**src/pfw_pkg.sv**
```systemverilog
// Purpose: shared constants and state type for the page flash write controller
// Assumes: sys_clk at 25 MHz; the flash is a 32K x 8 part with a 64-byte page
// Notes:   timing counts are derived here from the printed times
//
// How it works
// - a load is a write strobe low pulse with chip select low, output enable high
// - host loads all 64 bytes of a page for every program
// - each next load starts within 150 us; silence ends the load period
// - page address stays the same at every falling strobe of one load period; the three prefix loads carry the pages of LOCK_ADDR0 to LOCK_ADDR2
// - host opens a program with the three-load prefix only when lock_prefix_en is set
// - host sends prefix loads with the same timing as page loads
package pfw_pkg;
	localparam int CLK_MHZ      = 25;
	localparam int ADDR_W       = 15;
	localparam int PAGE_W       = 9;
	localparam int IDX_W        = 6;
	localparam int DATA_W       = 8;
	localparam int PAGE_BYTES   = 64;
	localparam int PREFIX_LEN   = 3;
	localparam int POLL_BIT     = 7;
	localparam int TOGGLE_BIT   = 6;
	localparam int LOAD_TMO_US  = 150;
	localparam int LOAD_TMO_CYC = LOAD_TMO_US * CLK_MHZ;
	localparam int WC_MS        = 10;
	localparam int WC_CYC       = WC_MS * 1000 * CLK_MHZ;
	localparam int PWRUP_MS     = 5;
	localparam int PWRUP_CYC    = PWRUP_MS * 1000 * CLK_MHZ;
	localparam int GLITCH_NS    = 15;
	// one cycle beyond the filter width, so a slow edge still reads as a pulse
	localparam int WE_LOW_CYC   = (GLITCH_NS * CLK_MHZ + 999) / 1000 + 1;
	localparam int ACC_NS       = 150;
	localparam int ACC_CYC      = (ACC_NS * CLK_MHZ + 999) / 1000;
	localparam int SYNC_STG     = 3;
	localparam int RD_WAIT      = ACC_CYC + SYNC_STG;
	localparam int CNT_W        = 20;
	localparam int WC_W         = 32;

	typedef enum logic [3:0] {
		PFW_PWR  = 4'h0,
		PFW_IDLE = 4'h1,
		PFW_WSET = 4'h3,
		PFW_WLOW = 4'h2,
		PFW_WHI  = 4'h6,
		PFW_TMO  = 4'h7,
		PFW_PRD  = 4'h5,
		PFW_PGAP = 4'h4,
		PFW_RD   = 4'h9
	} pfw_state_t;
endpackage : pfw_pkg
```
**src/pfw_ctrl.sv**
```systemverilog
// Purpose: host controller that reads and page-programs a parallel flash
// Assumes: user fills the page buffer before asking for a program
// Notes:   end of program is found by poll bit and toggle bit agreeing
`timescale 1ns/1ps
module pfw_ctrl
	import pfw_pkg::*;
#(
	parameter int                        PWRUP_LIMIT = pfw_pkg::PWRUP_CYC,
	parameter int                        WC_LIMIT    = pfw_pkg::WC_CYC,
	parameter logic [pfw_pkg::ADDR_W-1:0] LOCK_ADDR0 = 15'h0001,
	parameter logic [pfw_pkg::ADDR_W-1:0] LOCK_ADDR1 = 15'h0002,
	parameter logic [pfw_pkg::ADDR_W-1:0] LOCK_ADDR2 = 15'h0003,
	parameter logic [pfw_pkg::DATA_W-1:0] LOCK_DATA0 = 8'h01,
	parameter logic [pfw_pkg::DATA_W-1:0] LOCK_DATA1 = 8'h02,
	parameter logic [pfw_pkg::DATA_W-1:0] LOCK_DATA2 = 8'h03
) (
	// clock and reset
	input  wire logic                        sys_clk,
	input  wire logic                        reset_n,
	// command
	input  wire logic                        cmd_valid,
	input  wire logic                        cmd_write,
	input  wire logic [pfw_pkg::PAGE_W-1:0]  cmd_page,
	input  wire logic [pfw_pkg::IDX_W-1:0]   cmd_byte,
	input  wire logic                        lock_prefix_en,
	output logic                             cmd_ready,
	output logic [pfw_pkg::DATA_W-1:0]       rd_data,
	output logic                             rd_valid,
	output logic                             prog_done,
	output logic                             prog_fail,
	// page buffer fill
	input  wire logic                        buf_wr_en,
	input  wire logic [pfw_pkg::IDX_W-1:0]   buf_wr_idx,
	input  wire logic [pfw_pkg::DATA_W-1:0]  buf_wr_data,
	// flash pins
	output logic                             flash_ce_n,
	output logic                             flash_oe_n,
	output logic                             flash_we_n,
	output logic [pfw_pkg::PAGE_W-1:0]       page_select_addr,
	output logic [pfw_pkg::IDX_W-1:0]        byte_in_page_addr,
	input  wire logic [pfw_pkg::DATA_W-1:0]  flash_dq_i,
	output logic [pfw_pkg::DATA_W-1:0]       flash_dq_o,
	output logic                             flash_dq_oe_n
);
	import pfw_pkg::*;

	localparam int TOTAL_MAX = PAGE_BYTES + PREFIX_LEN;
	localparam logic [6:0] LAST_PLAIN = 7'(PAGE_BYTES - 1);
	localparam logic [6:0] LAST_PRE   = 7'(TOTAL_MAX - 1);
	pfw_state_t st_r, st_nxt;
	logic [CNT_W-1:0]  cnt_r, cnt_nxt;
	logic [WC_W-1:0]   wc_r, wc_nxt;
	logic [6:0]        step_r, step_nxt;
	logic [PAGE_W-1:0] pg_r, pg_nxt, pa_r, pa_nxt;
	logic [IDX_W-1:0]  by_r, by_nxt, ba_r, ba_nxt;
	logic              pre_r, pre_nxt, ce_r, ce_nxt, oe_r, oe_nxt, we_r, we_nxt;
	logic [DATA_W-1:0] dq_r, dq_nxt, rdd_r, rdd_nxt;
	logic              doe_r, doe_nxt, rdv_r, rdv_nxt, done_r, done_nxt;
	logic              fail_r, fail_nxt, rdy_r, rdy_nxt;
	logic              exp7_r, exp7_nxt, prev6_r, prev6_nxt, pok_r, pok_nxt;
	logic [DATA_W-1:0] s1_r, s2_r, s3_r, dqs_r;
	wire               in_pre   = pre_r && (step_r < 7'(PREFIX_LEN));
	wire [6:0]         pstep    = pre_r ? step_r - 7'(PREFIX_LEN) : step_r;
	wire [IDX_W-1:0]   pidx     = pstep[IDX_W-1:0];
	wire [DATA_W-1:0]  buf_q;
	wire [ADDR_W-1:0]  pre_addr = (step_r == 7'h00) ? LOCK_ADDR0 :
	                              (step_r == 7'h01) ? LOCK_ADDR1 : LOCK_ADDR2;
	wire [DATA_W-1:0]  pre_data = (step_r == 7'h00) ? LOCK_DATA0 :
	                              (step_r == 7'h01) ? LOCK_DATA1 : LOCK_DATA2;
	// prefix loads share the page load path, so their timing is identical
	wire [ADDR_W-1:0]  ld_addr  = in_pre ? pre_addr : {pg_r, pidx};
	wire [DATA_W-1:0]  ld_data  = in_pre ? pre_data : buf_q;
	wire               last     = step_r == (pre_r ? LAST_PRE : LAST_PLAIN);
	wire               cnt_zero = cnt_r == '0;
	wire               is_done  = (dqs_r[POLL_BIT] == exp7_r) && pok_r
	                              && (dqs_r[TOGGLE_BIT] == prev6_r);
	wire               wc_over  = wc_r >= WC_W'(WC_LIMIT);
	pfw_page_ram #(.W(DATA_W), .D(PAGE_BYTES), .A(IDX_W)) u_ram (
		.sys_clk (sys_clk),
		.wr_en   (buf_wr_en),
		.wr_addr (buf_wr_idx),
		.wr_data (buf_wr_data),
		.rd_addr (pidx),
		.rd_data (buf_q)
	);
	always_comb begin
		st_nxt = st_r;  cnt_nxt = cnt_zero ? cnt_r : cnt_r - 1'b1;
		wc_nxt = wc_r;  step_nxt = step_r;  pg_nxt = pg_r;  by_nxt = by_r;
		pa_nxt = pa_r;  ba_nxt = ba_r;  pre_nxt = pre_r;
		ce_nxt = ce_r;  oe_nxt = oe_r;  we_nxt = we_r;  dq_nxt = dq_r;
		doe_nxt = doe_r;  rdd_nxt = rdd_r;  rdv_nxt = 1'b0;
		done_nxt = 1'b0;  fail_nxt = 1'b0;  rdy_nxt = rdy_r;
		exp7_nxt = exp7_r;  prev6_nxt = prev6_r;  pok_nxt = pok_r;
		unique case (st_r)
			PFW_PWR: begin
				if (cnt_zero) begin
					st_nxt = PFW_IDLE;
					rdy_nxt = 1'b1;
				end
			end
			PFW_IDLE: begin
				if (cmd_valid) begin
					rdy_nxt = 1'b0;
					pg_nxt = cmd_page;
					by_nxt = cmd_byte;
					pre_nxt = lock_prefix_en;
					step_nxt = '0;
					if (cmd_write) begin
						st_nxt = PFW_WSET;
						cnt_nxt = CNT_W'(1);
						doe_nxt = 1'b0;
					end else begin
						st_nxt = PFW_RD;
						pa_nxt = cmd_page;
						ba_nxt = cmd_byte;
						ce_nxt = 1'b0;
						oe_nxt = 1'b0;
						cnt_nxt = CNT_W'(RD_WAIT);
					end
				end
			end
			PFW_WSET: begin
				pa_nxt = ld_addr[ADDR_W-1:IDX_W];
				ba_nxt = ld_addr[IDX_W-1:0];
				if (cnt_zero) begin
					dq_nxt = ld_data;
					st_nxt = PFW_WLOW;
					ce_nxt = 1'b0;
					we_nxt = 1'b0;
					cnt_nxt = CNT_W'(WE_LOW_CYC - 1);
				end
			end
			PFW_WLOW: begin
				if (cnt_zero) begin
					we_nxt = 1'b1;
					ce_nxt = 1'b1;
					st_nxt = PFW_WHI;
					if (last) begin
						exp7_nxt = dq_r[POLL_BIT];
					end
				end
			end
			PFW_WHI: begin
				if (last) begin
					doe_nxt = 1'b1;
					st_nxt = PFW_TMO;
					cnt_nxt = CNT_W'(LOAD_TMO_CYC);
					wc_nxt = '0;
				end else begin
					step_nxt = step_r + 1'b1;
					st_nxt = PFW_WSET;
					cnt_nxt = CNT_W'(1);
				end
			end
			PFW_TMO: begin
				// the write time limit starts at the first poll, not in the load timeout
				if (cnt_zero) begin
					st_nxt = PFW_PRD;
					pa_nxt = pg_r;
					ba_nxt = IDX_W'(PAGE_BYTES - 1);
					ce_nxt = 1'b0;
					oe_nxt = 1'b0;
					pok_nxt = 1'b0;
					cnt_nxt = CNT_W'(RD_WAIT);
				end
			end
			PFW_PRD: begin
				wc_nxt = wc_r + 1'b1;
				if (cnt_zero) begin
					ce_nxt = 1'b1;
					oe_nxt = 1'b1;
					prev6_nxt = dqs_r[TOGGLE_BIT];
					pok_nxt = 1'b1;
					if (is_done) begin
						st_nxt = PFW_IDLE;
						done_nxt = 1'b1;
						rdy_nxt = 1'b1;
					end else if (wc_over) begin
						st_nxt = PFW_IDLE;
						fail_nxt = 1'b1;
						rdy_nxt = 1'b1;
					end else begin
						st_nxt = PFW_PGAP;
						cnt_nxt = CNT_W'(1);
					end
				end
			end
			PFW_PGAP: begin
				// the gap gives the toggle bit a fresh read edge each time
				wc_nxt = wc_r + 1'b1;
				if (cnt_zero) begin
					st_nxt = PFW_PRD;
					ce_nxt = 1'b0;
					oe_nxt = 1'b0;
					cnt_nxt = CNT_W'(RD_WAIT);
				end
			end
			PFW_RD: begin
				if (cnt_zero) begin
					rdd_nxt = dqs_r;
					rdv_nxt = 1'b1;
					ce_nxt = 1'b1;
					oe_nxt = 1'b1;
					st_nxt = PFW_IDLE;
					rdy_nxt = 1'b1;
				end
			end
			default: st_nxt = PFW_IDLE;
		endcase
	end
	always_ff @(posedge sys_clk or negedge reset_n) begin
		if (!reset_n) begin
			st_r <= PFW_PWR;  cnt_r <= CNT_W'(PWRUP_LIMIT - 1);  wc_r <= '0;
			step_r <= '0;  pg_r <= '0;  by_r <= '0;  pa_r <= '0;  ba_r <= '0;
			pre_r <= 1'b0;  ce_r <= 1'b1;  oe_r <= 1'b1;  we_r <= 1'b1;
			dq_r <= '0;  doe_r <= 1'b1;  rdd_r <= '0;  rdv_r <= 1'b0;
			done_r <= 1'b0;  fail_r <= 1'b0;  rdy_r <= 1'b0;
			exp7_r <= 1'b0;  prev6_r <= 1'b0;  pok_r <= 1'b0;
		end else begin
			st_r <= st_nxt;  cnt_r <= cnt_nxt;  wc_r <= wc_nxt;
			step_r <= step_nxt;  pg_r <= pg_nxt;  by_r <= by_nxt;
			pa_r <= pa_nxt;  ba_r <= ba_nxt;  pre_r <= pre_nxt;
			ce_r <= ce_nxt;  oe_r <= oe_nxt;  we_r <= we_nxt;
			dq_r <= dq_nxt;  doe_r <= doe_nxt;  rdd_r <= rdd_nxt;  rdv_r <= rdv_nxt;
			done_r <= done_nxt;  fail_r <= fail_nxt;  rdy_r <= rdy_nxt;
			exp7_r <= exp7_nxt;  prev6_r <= prev6_nxt;  pok_r <= pok_nxt;
		end
	end
	// pin data: a value counts once stages two and three agree
	always_ff @(posedge sys_clk or negedge reset_n) begin
		if (!reset_n) begin
			s1_r <= '0;  s2_r <= '0;  s3_r <= '0;  dqs_r <= '0;
		end else begin
			s1_r <= flash_dq_i;
			s2_r <= s1_r;
			s3_r <= s2_r;
			if (s2_r == s3_r) begin
				dqs_r <= s3_r;
			end
		end
	end
	assign cmd_ready = rdy_r;  assign rd_data = rdd_r;  assign rd_valid = rdv_r;
	assign prog_done = done_r;  assign prog_fail = fail_r;
	assign flash_ce_n = ce_r;  assign flash_oe_n = oe_r;  assign flash_we_n = we_r;
	assign page_select_addr = pa_r;  assign byte_in_page_addr = ba_r;
	assign flash_dq_o = dq_r;  assign flash_dq_oe_n = doe_r;

	// helper counters watched only by the checks below
	logic [CNT_W-1:0] gap_r;
	logic [6:0]       nld_r;
	logic [WC_W-1:0]  up_r;
	always_ff @(posedge sys_clk or negedge reset_n) begin
		if (!reset_n) begin
			gap_r <= '0;  nld_r <= '0;  up_r <= '0;
		end else begin
			gap_r <= !we_r ? '0 : gap_r + 1'b1;
			nld_r <= (st_r == PFW_IDLE) ? '0 : nld_r + 7'((we_r && !we_nxt) ? 1 : 0);
			up_r <= (up_r == '1) ? up_r : up_r + 1'b1;
		end
	end
	wire fell_we = we_r && !we_nxt;
	int unsigned gap_lim = LOAD_TMO_CYC;
endmodule : pfw_ctrl

```
**src/pfw_page_ram.sv**
```systemverilog
// Purpose: page image buffer, one write port and a registered read port
// Assumes: single clock, no reset on the array
// Notes:   read data appear one cycle after the address
`timescale 1ns/1ps
module pfw_page_ram #(
	parameter int W = 8,
	parameter int D = 64,
	parameter int A = 6
) (
	// clock
	input  wire logic         sys_clk,
	// write side
	input  wire logic         wr_en,
	input  wire logic [A-1:0] wr_addr,
	input  wire logic [W-1:0] wr_data,
	// read side
	input  wire logic [A-1:0] rd_addr,
	output logic      [W-1:0] rd_data
);
	logic [W-1:0] mem [D];

	always_ff @(posedge sys_clk) begin
		if (wr_en) begin
			mem[wr_addr] <= wr_data;
		end
		rd_data <= mem[rd_addr];
	end
endmodule : pfw_page_ram

```
**config.mk**
```make
export PLATFORM = sky130hd
export DESIGN_NAME = pfw_ctrl
export DESIGN_NICKNAME = d
export VERILOG_FILES = /design/src/pfw_pkg.sv /design/src/pfw_ctrl.sv /design/src/pfw_page_ram.sv
export SDC_FILE = /design/constraint.sdc
export NUM_CORES = 1
export LEC_CHECK = 0
export BUFFER_PORTS_ARGS = -buffer_cell sky130_fd_sc_hd__clkbuf_2
export CORE_UTILIZATION = 50
export CTS_CLUSTER_DIAMETER = 100
export DETAILED_ROUTE_END_ITERATION = 8
export GPL_TIMING_DRIVEN = 0
export PLACE_DENSITY = 0.76
export SETUP_SLACK_MARGIN = 0.15
export SLEW_MARGIN = 20
export SYNTH_ARGS = -nofsm -noshare
export SYNTH_HDL_FRONTEND = slang
export SYNTH_SLANG_ARGS = --single-unit
```
**constraint.sdc**
```tcl
create_clock -name sys_clk -period 3.6 [get_ports sys_clk]
set_input_delay 0.54 -clock sys_clk [delete_from_list [all_inputs] [get_ports sys_clk]]
set_output_delay 0.54 -clock sys_clk [all_outputs]
set_load 0.01 [all_outputs]
```
# Yosys cells after proc, flatten, opt, wreduce, memory -nomap -nowiden
# Memories as Yosys holds them, arrays and structs flattened. A register that Yosys moved wholly into a read port is not among the register bits.
# Index checks and enable logic that the tools add are counted.
# word_totals
out_inout_bits	39
ram_bits	512
register_bits	147
memories	1
# op_classes
n_eq_ne	28
reduce_logical	35
magnitude_cmp	2
n_mux	70
n_addsub	4
# memory_table
name	words	word_bits	rd	rd_ports_with_merged_regs	wr	line_no	text
u_ram.mem	64	8	1	1	1	pfw_page_ram.sv:20	logic [W-1:0] mem [D];
# op_table
op	count
20-bit 2-to-1 mux	7
20-bit one-hot mux with 5 select lines	1
32-bit one-hot mux with 2 select lines	1
32-bit by 1-bit adder with 32-bit output (second input constant)	1
32-bit by 18-bit greater-or-equal comparator with 1-bit output (second input constant)	1
32-bit 2-to-1 mux	1
4-bit 2-to-1 mux	7
4-bit one-hot mux with 7 select lines	1
9-bit 2-to-1 mux	3
9-bit one-hot mux with 3 select lines	1
1-bit 2-to-1 mux	24
6-bit 2-to-1 mux	4
7-bit 2-to-1 mux	3
20-bit zero test	1
20-bit by 1-bit subtractor with 20-bit output (second input constant)	1
2-bit != test (second input constant)	9
6-bit one-hot mux with 3 select lines	1
4-bit by 3-bit equality test with 1-bit output (second input constant)	4
15-bit 2-to-1 mux	1
5-bit AND reduction	3
7-bit one-hot mux with 2 select lines	1
12-bit 2-to-1 mux	1
3-bit 2-to-1 mux	4
3-bit AND reduction	4
26 further kinds	54

# Depth between registers and ports, before layout
# depth
word_depth	6
ltp_mapped	14
depth_no_buf	11

# Hierarchy
# A second synthesis with hierarchy kept.
# hier_totals
hier_cells	1648
hier_area_um2	27273.7
# by_module_without_submodules
module	instances	area_each_um2	cells_per_inst
pfw_page_ram	1	20161.8	940
pfw_ctrl	1	7111.8	708

# Worst setup path before layout
# OpenSTA, ideal clock, no wires.
# synth_path
path_type	reg2reg
from	register step_r[0]
to	register u_ram.rd_data[3] (read register of u_ram.mem)
t_required_ns	3.466
setup_slack_ns	0.296
arrival_time_ns	3.169
path_buffers	6
setup_time_ns	0.134
stages_incl_launch_ff	14
cell_sequence	dfrtp_1 buf_2 buf_2 buf_2 inv_1 ha_1 buf_2 clkbuf_1 clkbuf_1 mux4_2 mux2i_1 o22ai_1 a221oi_1 a211oi_1
# synth_via
elab_chain_cells	2
# synth_rtl
element	line_no	text
start: declaration	pfw_ctrl.sv:53	logic [6:0] step_r, step_nxt;
start signal: assignment	pfw_ctrl.sv:221	step_r <= step_nxt; pg_r <= pg_nxt; by_r <= by_nxt;
6-bit by 2-bit subtractor with 6-bit output	pfw_ctrl.sv:63	wire [6:0] pstep = pre_r ? step_r - 7'(PREFIX_LEN) : step_r;
6-bit 2-to-1 mux *	pfw_ctrl.sv:63	
end: declaration	pfw_page_ram.sv:18	output logic [W-1:0] rd_data
# Every way passes the cells marked *; elsewhere a longest branch is shown, timed or not.
# A chain may end at the register's enable or synchronous reset.

# Worst setup path in the final report
# layout_path
from	register step_r[0]
to	register u_ram.rd_data[0] (read register of u_ram.mem)
# Same word-level chain as after synthesis.

==> impl_metrics.toml <==
[run_status]
status = "complete, no violations"

[timing]
hold_slack_ns = 0.0355
maxSlewViolCount = 0
final_hold_viol_count = 0
timing.final.crit_share_pct = 95.6
worstMarginPinSlew_ns = 1.14
finalSetupViolations = 0
slew_headroom_pct = 23.8
finClkSkew_ns = 0.0321
finalCriticalPeriod_ns = 3.44
max_freq_ghz = 0.291
rsz0062_at_grt = "no"

[clocking]
cts_tree = "done"
cts_sinks = 667
clkLatencyLatePin_ns = 0.62
cts_root_buffer = "clkbuf_16"
cts.clk_slew.worst_paths_ns = 0.06
cts_max_level = 3
cts_buffers = 71
clock_path_buffers = 3

[placement]
gp_congestion = 0.988
dp.cells = 2697
io_buffers = 76
placed_cell_area_mm2 = 0.0308
dp_hpwl_mm = 49.9

[drt]
first_pass_iters = 7
drc_errors = 0
avgViaCountPerCell = 6.37
drt_iter0_drc = 2002
drt_wl_total_mm = 75.3
ant_nets = 0
wl_per_cell_um = 26.6
num_vias = 18000

[logic_synthesis]
yosysWarnings = 0
ys_types = 80
avgSynthCellArea_um2 = 15.9
syn_inst = 1850
synthesis.area_mm2 = 0.0294
ys_seq_area_share_pct = 65.5
ys_ff_latch = 667
syn-num-nets = 1901
async_reset_ff_share_pct = 22.0
ys.flop_type = "edfxtp_1"
synth_edf_count = 512

[floorplan]
ioPinCount = 82
fp.coreArea_mm2 = 0.0578
die_area_mm2 = 0.0597
fp-row-count = 88
die_h_um = 244
fp.dieW_um = 244
start_util_pct = 50.8

[power_and_ir_drop]
leakage_uw = 0.0118
swShare_pct = 36.3
p_int_uw = 18000
peakVddDrop_v = 0.000468
p_comb_share_pct = 42.0
p_total_uw = 28300
p_switching_uw = 10300
powerDensity_mw_per_mm2 = 842
power_frac_seq_pct = 32.3
clkPwrFrac_pct = 25.7

[setup_path]
endpoint_kind = "flop"
cp.arrival_ns = 3.91
worstSetupStartpointType = "flop"
cpMaxStageDelayCell = "dfrtp_2"
reg2regPathDepth = 14
critical_path_class = "flop to flop"
cp.required_ns = 4.07
cpPeakStageDelay_ns = 0.41
path_max_fanout = 10
crit_chain = "buf_12 -> buf_8 -> buf_12 -> clkinvlp_4 -> ha_1 -> clkbuf_4 -> mux2_2 -> buf_4 -> clkbuf_8 -> mux4_2 -> nand2_1 -> o211ai_1 -> o22ai_1 -> a211oi_2"
cp_common_cell = "buf_12"

[final_layout]
fin_cells = 2830
fin_util_pct = 58.1
drive_gt1_share_pct = 26.7
num_antenna_cells = 0
postLayoutCellArea_mm2 = 0.0336
synthToLayoutAreaGrowth_pct = 14.4
fillers = 4289
mostFrequentLayoutCells = "edfxtp_1, mux4_2, nor2_1"
num-nets-final = 2059
final_common_cell = "edfxtp_1"

[flow_run]
max_cap_viol_count = 0

[hold_path]
holdPathStages = 1
hold_path_class = "input port to flop"

[global_routing]
antenna_found_initial = 4
grt_pass1_wl_mm = 113
grt_usage_pct = 25.7
grt_overflow = 0
grt_max_degree = 88
grt_pass1_vias = 18100
logic make-up after synthesis:
family          after synthesis  synth area share [%]
fa+ha+maj                     8                 0.341
compound gates              238                  5.57
simple gates                436                  7.37
buf+inv                     129                  1.97
mux                         313                  17.5
xor+xnor                     59                  1.79
flops                       667                  65.5
metal layers:
layer	vias up	GRT usage [%]	part of all wire, %
li1	7632	-	-
met1	9260	35.4	40
met2	950	40.6	48
met3	167	4.66	8.9
met4	4	10.3	3.7
met5	-	0	0.033
path summary, 6_finish.rpt:
kind	startpoint	end	slack, ns
setup reg to reg	step_r[0]$_DFFE_PN0P_	u_ram.rd_data[0]$_DFF_P_	0.16
hold / removal	flash_dq_i[3]	s1_r[3]$_DFF_PN0_	0.04
max in group asynchronous	reset_n	cnt_r[0]$_DFF_PN1_	2.28
setup / recovery	step_r[0]$_DFFE_PN0P_	u_ram.rd_data[0]$_DFF_P_	0.16
hold reg to reg	s1_r[6]$_DFF_PN0_	s2_r[6]$_DFF_PN0_	0.35
min in group asynchronous	reset_n	byte_in_page_addr[2]$_DFFE_PN0P_	0.46
metrics by stage:
stage               setup WS (ns)  setup TNS, ns
floorplan                   0.296              0
global placement            -1.97         -58.12
detailed placement          -1.95         -16.18
CTS                         0.151              0
global route                0.120              0
finish                      0.159              0
power groups by stage:
stage | clock network [µW] | logic [µW] | registers [µW]
after floorplan | 0 | 7340 | 9250
after global placement | 0 | 10800 | 9250
after detailed placement | 0 | 10900 | 9280
after CTS | 7340 | 11600 | 9130
after global routing | 7640 | 12500 | 9190
final | 7270 | 11900 | 9130
state kept, by name, indices dropped and copies added, names as in the netlist, 4 cells and up:
name               count
dqs_r                  8
u_ram.rd_data          8
flash_dq_o             8
st_r                   4
wc_r                  32
s3_r                   8
rd_data                8
s2_r                   8
pg_r                   9
s1_r                   8
step_r                 7
page_select_addr       9
u_ram.mem            512
cnt_r                 20
byte_in_page_addr      6
cells in the mapped netlist (13+ instances only):
library cell / n / area, µm²
edfxtp_1: 512 / 15400
mux4_2: 154 / 3470
nor2_1: 139 / 522
dfrtp_1: 134 / 3350
mux2i_1: 107 / 1070
nand2_1: 104 / 390
clkbuf_1: 55 / 206
mux2_2: 51 / 574
o21ai_0: 51 / 255
xor2_1: 47 / 412
buf_2: 43 / 215
o22ai_1: 37 / 231
a21oi_1: 36 / 180
nand3_1: 35 / 175
nor3_1: 31 / 155
a22o_1: 24 / 210
nand4_1: 24 / 150
inv_1: 16 / 60.1
o211ai_1: 15 / 113
dfstp_2: 13 / 342
nand2b_1: 13 / 81.3
final cells by class:
cell class	count	area (µm²)	area share, %
clock buffer	87	1870	5.56
tap	765	957	2.85
sequential	667	19200	57.3
inverter	16	63.8	0.190
buffer	113	683	2.03
timing repair buffer	85	489	1.46
multi-input combinational	1054	9840	29.3
clock inverter	43	448	1.33
critical path: cells and delay by family (launching register included):
family,cells,cell delay [ns]
AOI/OAI and AO/OA,3,0.74
adders and majority gates,1,0.30
buffers and inverters,7,1.21
DFF,1,0.41
muxes,2,0.55
and+or+nand+nor,1,0.06
timing repair:
action | in CTS | in global routing
pin swaps | 5 | 4
hold endpoints to repair | 53 | 0
setup buffers | 0 | 2
setup endpoints to repair | 10 | 9
resized for setup | 86 | 30
hold buffers | 1 | 0
Power figures use the tool's default switching activity.
